`config.mk`:
```
export PLATFORM = sky130hd
export DESIGN_NAME = tocp_timer
export DESIGN_NICKNAME = d
export VERILOG_FILES = /design/src/hw/tocp_pkg.sv /design/src/hw/tocp_timer.sv /design/src/hw/tocp_prescale.sv
export SDC_FILE = /design/constraint.sdc
export NUM_CORES = 1
export LEC_CHECK = 0
export ABC_AREA = 1
export BUFFER_PORTS_ARGS = -buffer_cell sky130_fd_sc_hd__buf_2
export CORE_ASPECT_RATIO = 1.25
export CORE_MARGIN = 2
export CORE_UTILIZATION = 50
export CTS_BUF_LIST = sky130_fd_sc_hd__clkbuf_4 sky130_fd_sc_hd__clkbuf_8
export CTS_CLUSTER_SIZE = 20
export DETAILED_ROUTE_END_ITERATION = 12
export PLACE_DENSITY = 0.69
export SLEW_MARGIN = 25
export SYNTH_ARGS = -nofsm -noshare
export SYNTH_HDL_FRONTEND = slang
export SYNTH_SLANG_ARGS = --single-unit
```
`constraint.sdc`:
```
create_clock -name i_clk -period 3.2 [get_ports i_clk]
set_clock_uncertainty 0.05 [all_clocks]
set_input_delay 0.48 -clock i_clk [delete_from_list [all_inputs] [get_ports i_clk]]
set_output_delay 0.48 -clock i_clk [all_outputs]
set_load 0.005 [all_outputs]
```
`src/hw/tocp_pkg.sv`:
```
package tocp_pkg;

  // ---------------------------------------------------------------------------
  // Register map: one aligned 32-bit word per register, byte addresses.
  // ---------------------------------------------------------------------------
  localparam logic [7:0] TOCP_OFS_CTRL   = 8'h00;
  localparam logic [7:0] TOCP_OFS_MOD    = 8'h04;
  localparam logic [7:0] TOCP_OFS_CNT    = 8'h08;
  localparam logic [7:0] TOCP_OFS_CHSC0  = 8'h10;
  localparam logic [7:0] TOCP_OFS_CHVAL0 = 8'h30;
  localparam logic [7:0] TOCP_CH_STRIDE  = 8'h04;

  // ---------------------------------------------------------------------------
  // Timer control word fields.
  // ---------------------------------------------------------------------------
  localparam int TOCP_CTRL_PS_LSB = 0;
  localparam int TOCP_CTRL_RST    = 4;
  localparam int TOCP_CTRL_STOP   = 5;
  localparam int TOCP_CTRL_TOIE   = 6;
  localparam int TOCP_CTRL_TOF    = 7;
  localparam logic [7:0] TOCP_CTRL_RESET = 8'h20;

  // ---------------------------------------------------------------------------
  // Channel control/status fields.
  // ---------------------------------------------------------------------------
  localparam int TOCP_SC_MAX  = 0;
  localparam int TOCP_SC_TOV  = 1;
  localparam int TOCP_SC_ELA  = 2;
  localparam int TOCP_SC_ELB  = 3;
  localparam int TOCP_SC_MSA  = 4;
  localparam int TOCP_SC_MSB  = 5;
  localparam int TOCP_SC_IE   = 6;
  localparam int TOCP_SC_FLAG = 7;
  localparam logic [7:0] TOCP_SC_RESET = 8'h00;
  localparam logic [15:0] TOCP_MOD_RESET = 16'hFFFF;

endpackage : tocp_pkg

```
`src/hw/tocp_timer.sv`:
```
`timescale 1ns/1ps

module tocp_timer #(
  parameter int NCH = 6 // Channel count, even.
) (
  input  wire logic             i_clk,     // Bus clock, 25 MHz.
  input  wire logic             i_rst_n,   // Async reset, active low.
  input  wire logic             i_psel,    // APB select.
  input  wire logic             i_penable, // APB enable.
  input  wire logic             i_pwrite,  // APB direction.
  input  wire logic [7:0]       i_paddr,   // APB byte address.
  input  wire logic [31:0]      i_pwdata,  // APB write data.
  output logic      [31:0]      o_prdata,  // APB read data.
  output logic                  o_pready,  // APB ready.
  output logic                  o_pslverr, // APB error.
  output logic      [NCH-1:0]   o_pin,     // Channel pin levels.
  output logic      [NCH-1:0]   o_pin_oe_n,// Pin drive enable, low drives.
  output logic      [NCH-1:0]   o_ch_irq,  // Per-channel requests.
  output logic                  o_ovf_irq, // Overflow request.
  output logic      [15:0]      o_count,   // Counter value.
  output logic                  o_ovf      // Overflow event pulse.
);

  initial begin
    if (NCH < 2 || NCH > 8 || NCH % 2 != 0) begin
      $error("NCH must be even and within 2..8.");
    end
  end

  // ---------------------------------------------------------------------------
  // State record.
  // ---------------------------------------------------------------------------
  typedef struct packed {
    logic [7:0]           ctrl;
    logic [15:0]          modv;
    logic [15:0]          cnt;
    logic [NCH-1:0][7:0]  sc;
    logic [NCH-1:0][15:0] val;
    logic [NCH-1:0]       pin;
    logic [NCH/2-1:0]     odd_act;  // Pair: odd value is active.
    logic [NCH/2-1:0]     odd_pend; // Pair: select at next overflow.
    logic [NCH/2-1:0]     sel_pend; // Pair: a selection is pending.
    logic                 ovf;
    logic [31:0]          rdata;
  } tocp_st_t;

  tocp_st_t st;
  tocp_st_t next_st;
  logic     tick;

  // Address decode shared by read and write paths.
  function automatic int tocp_idx(input logic [7:0] a, input logic [7:0] b);
    logic [7:0] d;
    d = a - b;
    if (a >= b && d[1:0] == 2'b00 && int'(d[7:2]) < NCH) begin
      return int'(d[7:2]);
    end
    return -1;
  endfunction : tocp_idx

  // Effective pair link: buffered bit of an even channel.
  function automatic logic tocp_link(input tocp_st_t s, input int ch);
    return s.sc[ch - ch % 2][tocp_pkg::TOCP_SC_MSB];
  endfunction : tocp_link

  wire wr = i_psel && i_penable && i_pwrite;
  wire rd = i_psel && !i_penable && !i_pwrite;

  // A counter reset write cancels the tick of its own cycle, so checks use
  // this qualified step. A compare acts on the count that the tick lands
  // on, which makes the pulse exactly the channel value long.
  logic        step;
  logic [15:0] cnt_up;
  assign step   = tick && !(wr && i_paddr == tocp_pkg::TOCP_OFS_CTRL &&
                            i_pwdata[tocp_pkg::TOCP_CTRL_RST]);
  assign cnt_up = (st.cnt == st.modv) ? 16'h0000 : st.cnt + 16'h0001;

  // ---------------------------------------------------------------------------
  // Prescaler.
  // ---------------------------------------------------------------------------
  tocp_prescale u_ps (
    .i_clk   (i_clk),
    .i_rst_n (i_rst_n),
    .i_clr   (wr && i_paddr == tocp_pkg::TOCP_OFS_CTRL &&
              i_pwdata[tocp_pkg::TOCP_CTRL_RST]),
    .i_run   (!st.ctrl[tocp_pkg::TOCP_CTRL_STOP]),
    .i_sel   (st.ctrl[tocp_pkg::TOCP_CTRL_PS_LSB +: 3]),
    .o_tick  (tick)
  );

  // ---------------------------------------------------------------------------
  // Counter, compare, pair selection and register writes.
  // ---------------------------------------------------------------------------
  // Hardware flag sets are applied after the software clears so a set in
  // the clearing cycle survives.
  always_comb begin
    logic        at_mod;
    logic        cnt_tick;
    logic [15:0] cmpv;
    logic        match;
    int          wi;
    int          vi;
    int          e;
    next_st     = st;
    next_st.ovf = 1'b0;
    at_mod      = (st.cnt == st.modv);
    cnt_tick    = tick;
    wi          = tocp_idx(i_paddr, tocp_pkg::TOCP_OFS_CHSC0);
    vi          = tocp_idx(i_paddr, tocp_pkg::TOCP_OFS_CHVAL0);
    e           = 0;
    cmpv        = 16'h0000;
    match       = 1'b0;

    // Software writes; writes to channel values land immediately.
    if (wr) begin
      if (i_paddr == tocp_pkg::TOCP_OFS_CTRL) begin
        next_st.ctrl[6:0] = i_pwdata[6:0];
        next_st.ctrl[tocp_pkg::TOCP_CTRL_RST] = 1'b0;
        if (!i_pwdata[tocp_pkg::TOCP_CTRL_TOF]) begin
          next_st.ctrl[tocp_pkg::TOCP_CTRL_TOF] = 1'b0;
        end
        if (i_pwdata[tocp_pkg::TOCP_CTRL_RST]) begin
          next_st.cnt = 16'h0000;
          cnt_tick    = 1'b0;
        end
      end else if (i_paddr == tocp_pkg::TOCP_OFS_MOD) begin
        next_st.modv = i_pwdata[15:0];
      end
      if (wi >= 0) begin
        next_st.sc[wi][6:0] = i_pwdata[6:0];
        if (!i_pwdata[tocp_pkg::TOCP_SC_FLAG]) begin
          next_st.sc[wi][tocp_pkg::TOCP_SC_FLAG] = 1'b0;
        end
      end
      if (vi >= 0) begin
        next_st.val[vi] = i_pwdata[15:0];
        // Remember the last written half of a linked pair.
        if (tocp_link(st, vi)) begin
          next_st.odd_pend[vi/2] = (vi % 2 == 1);
          next_st.sel_pend[vi/2] = 1'b1;
        end
      end
    end

    if (cnt_tick) begin
      // Counter wraps after reaching the modulo: period is modv+1.
      next_st.cnt = at_mod ? 16'h0000 : st.cnt + 16'h0001;
      if (at_mod) begin
        next_st.ovf = 1'b1;
        next_st.ctrl[tocp_pkg::TOCP_CTRL_TOF] = 1'b1;
      end
      for (int c = 0; c < NCH; c++) begin
        e = c - c % 2;
        // The odd channel of a linked pair is idle.
        if (!(c % 2 == 1 && tocp_link(st, c))) begin
          if (tocp_link(st, c)) begin
            cmpv = st.odd_act[c/2] ? st.val[c+1] : st.val[c];
          end else begin
            cmpv = st.val[c];
          end
          // Only a full 16-bit equality counts; a value already passed
          // waits for the next period.
          match = (cnt_up == cmpv);
          if (match) begin
            next_st.sc[c][tocp_pkg::TOCP_SC_FLAG] = 1'b1;
          end
          if (at_mod && st.sc[c][tocp_pkg::TOCP_SC_TOV]) begin
            // Overflow toggles; max duty holds the pin high.
            next_st.pin[c] = st.sc[c][tocp_pkg::TOCP_SC_MAX] ? 1'b1
                                                              : !st.pin[c];
          end else if (match && !st.sc[c][tocp_pkg::TOCP_SC_MAX]) begin
            // Level action; with no overflow toggle, clear and set settle.
            unique case ({st.sc[c][tocp_pkg::TOCP_SC_ELB],
                          st.sc[c][tocp_pkg::TOCP_SC_ELA]})
              2'b01: next_st.pin[c] = !st.pin[c];
              2'b10: next_st.pin[c] = 1'b0;
              2'b11: next_st.pin[c] = 1'b1;
              2'b00: next_st.pin[c] = st.pin[c];
            endcase
          end
        end
      end
      // At overflow, switch each pair with a pending selection to its pending half.
      if (at_mod) begin
        for (int p = 0; p < NCH/2; p++) begin
          if (st.sel_pend[p]) begin
            next_st.odd_act[p]  = st.odd_pend[p];
            next_st.sel_pend[p] = 1'b0;
          end
        end
      end
    end

    // Unlinking resets the pair to start from the even value.
    for (int p = 0; p < NCH/2; p++) begin
      if (!next_st.sc[2*p][tocp_pkg::TOCP_SC_MSB]) begin
        next_st.odd_act[p]  = 1'b0;
        next_st.sel_pend[p] = 1'b0;
      end
    end

    // Read data captured in setup, presented during access.
    if (rd) begin
      next_st.rdata = 32'h0000_0000;
      if (i_paddr == tocp_pkg::TOCP_OFS_CTRL) begin
        next_st.rdata[7:0] = st.ctrl;
      end else if (i_paddr == tocp_pkg::TOCP_OFS_MOD) begin
        next_st.rdata[15:0] = st.modv;
      end else if (i_paddr == tocp_pkg::TOCP_OFS_CNT) begin
        next_st.rdata[15:0] = st.cnt;
      end else if (wi >= 0) begin
        next_st.rdata[7:0] = st.sc[wi];
      end else if (vi >= 0) begin
        next_st.rdata[15:0] = st.val[vi];
      end
    end
  end

  always_ff @(posedge i_clk or negedge i_rst_n) begin
    if (!i_rst_n) begin
      st      <= '0;
      st.ctrl <= tocp_pkg::TOCP_CTRL_RESET;
      st.modv <= tocp_pkg::TOCP_MOD_RESET;
    end else begin
      st <= next_st;
    end
  end

  // ---------------------------------------------------------------------------
  // Outputs.
  // ---------------------------------------------------------------------------
  // Unmapped addresses answer zero without error; registers read on setup.
  assign o_prdata  = st.rdata;
  assign o_pready  = 1'b1;
  assign o_pslverr = 1'b0;
  assign o_count   = st.cnt;
  assign o_ovf     = st.ovf;
  assign o_ovf_irq = st.ctrl[tocp_pkg::TOCP_CTRL_TOF] &&
                     st.ctrl[tocp_pkg::TOCP_CTRL_TOIE];

  // Pin drive: a channel drives when set up for output action, except the
  // odd channel of a linked pair, whose pin is left to general use.
  for (genvar g = 0; g < NCH; g++) begin : g_out
    wire busy = st.sc[g][tocp_pkg::TOCP_SC_MSA] ||
                st.sc[g][tocp_pkg::TOCP_SC_MSB] ||
                st.sc[g][tocp_pkg::TOCP_SC_ELA] ||
                st.sc[g][tocp_pkg::TOCP_SC_ELB];
    wire idle = (g % 2 == 1) && tocp_link(st, g);
    assign o_pin[g]      = st.pin[g];
    assign o_pin_oe_n[g] = !(busy && !idle);
    assign o_ch_irq[g]   = st.sc[g][tocp_pkg::TOCP_SC_FLAG] &&
                           st.sc[g][tocp_pkg::TOCP_SC_IE];
  end
endmodule : tocp_timer

```
`src/hw/tocp_prescale.sv`:
```
`timescale 1ns/1ps

// Prescaler: one-cycle tick every 2**sel bus clocks, select 0..7.
module tocp_prescale (
  input  wire logic       i_clk,   // Bus clock.
  input  wire logic       i_rst_n, // Asynchronous reset, active low.
  input  wire logic       i_clr,   // Restart the divider.
  input  wire logic       i_run,   // Counting allowed.
  input  wire logic [2:0] i_sel,   // Rate select.
  output logic            o_tick   // One-cycle enable pulse.
);

  typedef struct packed {
    logic [6:0] div;
  } tocp_ps_t;

  tocp_ps_t st;
  tocp_ps_t next_st;

  // A tick fires when the low sel bits of the divider are all ones.
  always_comb begin
    logic [6:0] mask;
    mask    = 7'((8'h01 << i_sel) - 8'h01);
    next_st = st;
    o_tick  = i_run && ((st.div & mask) == mask);
    if (i_clr) begin
      next_st.div = 7'h00;
    end else if (i_run) begin
      next_st.div = st.div + 7'h01;
    end
  end

  always_ff @(posedge i_clk or negedge i_rst_n) begin
    if (!i_rst_n) begin
      st <= '0;
    end else begin
      st <= next_st;
    end
  end

endmodule : tocp_prescale

```
==> summary.md <==
| Metric | Value |
|---|---|
| Cell seen most often among critical-path stages | `nand2_1` |
| Status | `complete, no violations` |
| Final weighted congestion of routability-driven global placement | `0.965` |
| Final Hold Viols | `0` |
| Post-DR vias/cell | `5.56` |
| Number of global-route vias before repair | `12.5k` |
| Net switching power | `between 2 and 3 mW` |
| DP Wirelength | `32700 um` |
| Setup CP Type | `flip-flop to flip-flop` |
| Crit-path max FO | `8` |
| Final critical delay including setup and external delays | `2.96 ns` |
| Proportion of power drawn by the clock network | `0.356` |
| Placed instance count | `between 2k and 2.5k` |
| CTS Sinks | `222` |
| Core box area | `27600 sq um` |
| TritonCTS clock tree | `yes` |
| Family with the most delay on the worst path | `simple AND/OR/NAND/NOR gates` |
| GRT Residual Overflow | `0` |
| Crit path cell chain | `nand2_1 > nor2_2 > nand2_1 > nor2_1 > nor2_1 > nor2_2 > nand2_2 > nand2_1 > nand2_1 > nor2_1 > nand2_1 > nor2_1 > buf_4 > nand3_1 > nand2_1 > nand2_1 > nand2_1 > nand2_1` |
| Final worst-path cycle share | `0.926` |
| Sequential Power Share | `0.396` |
| Total Power | `7.70 mW` |
| Die ar. | `29300 sq um` |
| Iteration count of the initial detailed-routing pass | `6` |
| Static Leak | `between 7 and 8 nW` |
| Metal2 WL | `20700 um` |
| Largest net degree at the start of global routing | `between 70 and 80` |
| H-tree levels | `2` |
| Height of the die | `191 um` |
| Worst-case vdd ir drop | `~0.0005 V` |
| Unrepaired setup endpoints after global routing | `no` |
| Post-Route WL | `approximately 45000 um` |
| CTS Buf Count | `38` |
| Number of non-filler instances in the completed layout | `2439` |
| Switching share of total power | `0.344` |
| Worst-path cell with the longest stage delay | `dfrtp_1` |
| Max Clk Rate | `337 MHz` |
| Number of instances in the synthesized netlist | `2005` |
| Port buffer count | `80` |
| Power density over the cells | `499 nW/um^2` |
| Transition time at the pin with the least slew margin | `between 0.7 and 0.8 ns` |
| Die outline width | `roughly 150 um` |
| Final count of negative-setup-slack endpoints | `0` |
| Number of maximum-capacitance violations | `0` |
| Rel. slew slack | `0.493` |
| Starting density of the core | `0.507` |
| Crit. End Element | `flip-flop` |
| Met1 layer wirelength in the final routing | `19100 um` |
| Post-synthesis area per instance | `6.97 sq um` |
| Synthesis-to-layout area growth | `10.3%` |
| Synth Warn # | `0` |
| Net count, final | `2117` |
| #FFs+latches synth | `222` |
| Number of antenna violations at the first check in global routing | `0` |
| Final ANT Viol Nets | `0` |
| Worst Setup Start Kind | `flip-flop` |
| Remaining design rule violation count | `0` |
| Delay of the slowest critical-path stage | `0.50 ns` |
| Clock input transition at the sequential cells of the worst setup and hold paths | `0.07 ns` |
| Std-Cell Rows | `68` |
| Count of buffer and inverter cells on the critical path | `1` |
| Clk_lat worst skew | `~0.58 ns` |
| Num ports | `115` |
| Pre-CTS worst setup slack | `-0.0116 ns` |
| Sequential cell area fraction in the yosys report | `0.399` |
| Required time worst endpoint | `3.59 ns` |
| Max Root-Sink Buffers | `3` |
| Number of unique standard cell types used by synthesis | `46` |
| Root buffer cell | `clkbuf_8` |
| Final Util | `0.559` |
| Arrival time at the worst endpoint | `3.35 ns` |
| DR iter-0 viols | `around 1.5k` |
| Highest metal layer with signal wires | `met4` |
| Post-synth design cell area | `14000 sq um` |
| Final setup slack of the worst path | `between 0.2 and 0.25 ns` |
| Average wire per cell in the routed design | `18.6 um` |
| Wire length of the first global-routing pass | `71300 um` |
| Power share of the combinational group | `0.248` |
| Routed length on met3 | `3850 um` |
| Share of post-route cells with drive strength above 1 | `0.130` |
| Antenna fix cells | `0` |
| Final number of max-transition violations | `0` |
| Internal power consumption | `5.05 mW` |
| Worst hold path type | `input port to flip-flop` |
| Total via count after detailed routing | `13.6k` |
| Overall fraction of global-route tracks in use | `0.312` |
-- power groups by stage --
stage | sequential [mW] | combinational [mW] | clock [mW]
global placement | 3.09 | 1.83 | 0
finish | 3.05 | 1.91 | 2.74
global route | 3.07 | 2.09 | 2.92
detailed placement | 3.10 | 1.86 | 0
CTS | 3.05 | 1.86 | 2.78
floorplan | 3.06 | 1.29 | 0
-- through the flow --
step                      setup TNS (ns)  cell area (sq um)  hold slack, ns
after CTS                              0              15400           0.128
after floorplan                        0              14000           0.134
final                                  0              15400           0.151
after global routing                   0              15400           0.173
after global placement                 0              14600           0.407
after detailed placement         -0.0116              14600           0.414
-- synth_stat cells (all sizes together) --
cell type,number,area (sq um)
nand2,593,2270
o21ai,267,1340
inv,240,901
dfrtp,205,5130
nor2,171,672
nand3,123,626
buf,84,592
a21oi,65,329
clkbuf,53,199
o211ai,40,300
xor2,32,280
dfstp,17,447
o22ai,16,100
nand3b,15,113
xnor2,13,114
nand4,12,75.1
nor3,12,65.1
ha,10,125
mux2i,7,70.1
a221oi,6,52.6
nor4,4,25.0
or2,4,25.0
a211oi,3,22.5
o221ai,3,26.3
conb,2,7.51
o31ai,2,15.0
a22o,1,8.76
a31o,1,8.76
o21a,1,7.51
o311ai,1,8.76
o41ai,1,8.76
or4,1,7.51
-- worst min-delay path: cells and delay by family --
kind | cells | cell delay (ns)
buf+inv | 1 | 0.09
compound gates | 1 | 0.08
simple gates | 1 | 0.07
-- logic make-up after synthesis --
group | synth area share
adder cells (fa/ha/maj) | 0.00895
AO/OA/AOI/OAI | 0.159
buffers and inverters | 0.121
multiplexers | 0.00501
AND/OR/NAND/NOR | 0.278
XOR/XNOR | 0.0282
flip-flops | 0.399
other | 0.000537
-- layer usage --
| layer | vias up | GRT usage |
|---|---|---|
| li1 | 6489 | - |
| met1 | 6325 | 0.432 |
| met2 | 642 | 0.494 |
| met3 | 117 | 0.0481 |
| met4 | 0 | 0.121 |
| met5 | - | 0 |
-- path summary, 6_finish.rpt --
| check | startpoint | end | slack, ns | cells after the start |
|---|---|---|---|---|
| min in group asynchronous | i_rst_n | o_prdata[12] | 0.44 | 2 |
| max in group asynchronous | i_rst_n | st[80] | 1.81 | 3 |
| worst min register to register | st[153] | st[153] | 0.42 | 2 |
| worst max register to register | o_count[4] | o_pin[2] | 0.24 | 18 |
| worst min-delay path | i_pwdata[7] | st[231] | 0.15 | 3 |
| worst max-delay path | o_count[4] | o_pin[2] | 0.24 | 18 |
-- sequential cells by signal, indices dropped and copies added (netlist names) --
name        cells
g_out.idle      3
o_count        16
o_ovf           1
o_pin           6
o_prdata       16
st            173
u_ps.st         7
-- layout make-up --
| cell class | count | area, sq um |
|---|---|---|
| clock inverters | 7 | 70.1 |
| inverters | 240 | 901 |
| flip-flops and latches | 222 | 5580 |
| repair buffers | 138 | 923 |
| fillers | 2725 | 12200 |
| well taps | 350 | 438 |
| clock buffers | 60 | 726 |
| multi-input cells | 1422 | 6780 |
-- timing repair --
| item | CTS | global route |
|---|---|---|
| setup buffers | 0 | 0 |
| endpoints found under the hold margin | 66 | 0 |
| gates resized for setup | 0 | 3 |
| endpoints found under the setup margin | 0 | 3 |
| hold buffers | 1 | 0 |
-- cell usage in the layout (no fill, tap or decap), types with 2 or more instances in the layout --
master and instances:
o21ai_1 6, nand3b_1 15, o31ai_1 2, or2_1 2, o211ai_1 40, nand2_1 575, a221oi_1 6, nor4_1 4
dfstp_2 17, nand3_2 2, nand2_4 2, buf_4 51, xor2_1 32, o22ai_1 16, buf_2 79, nand3_1 121
inv_1 228, clkbuf_8 44, inv_2 12, buf_12 6, inv_6 2, nor3_1 11, mux2i_1 7, xnor2_1 13
conb_1 18, nor2_2 11, a21oi_1 64, nor2_1 159, nand2_2 16, o221ai_1 3, or2_2 2, clkinv_2 3
o21ai_0 260, nand4_1 12, dfrtp_1 204, ha_1 10, a211oi_1 3, clkbuf_4 16
Note: power is estimated with default switching activity, not from simulation.
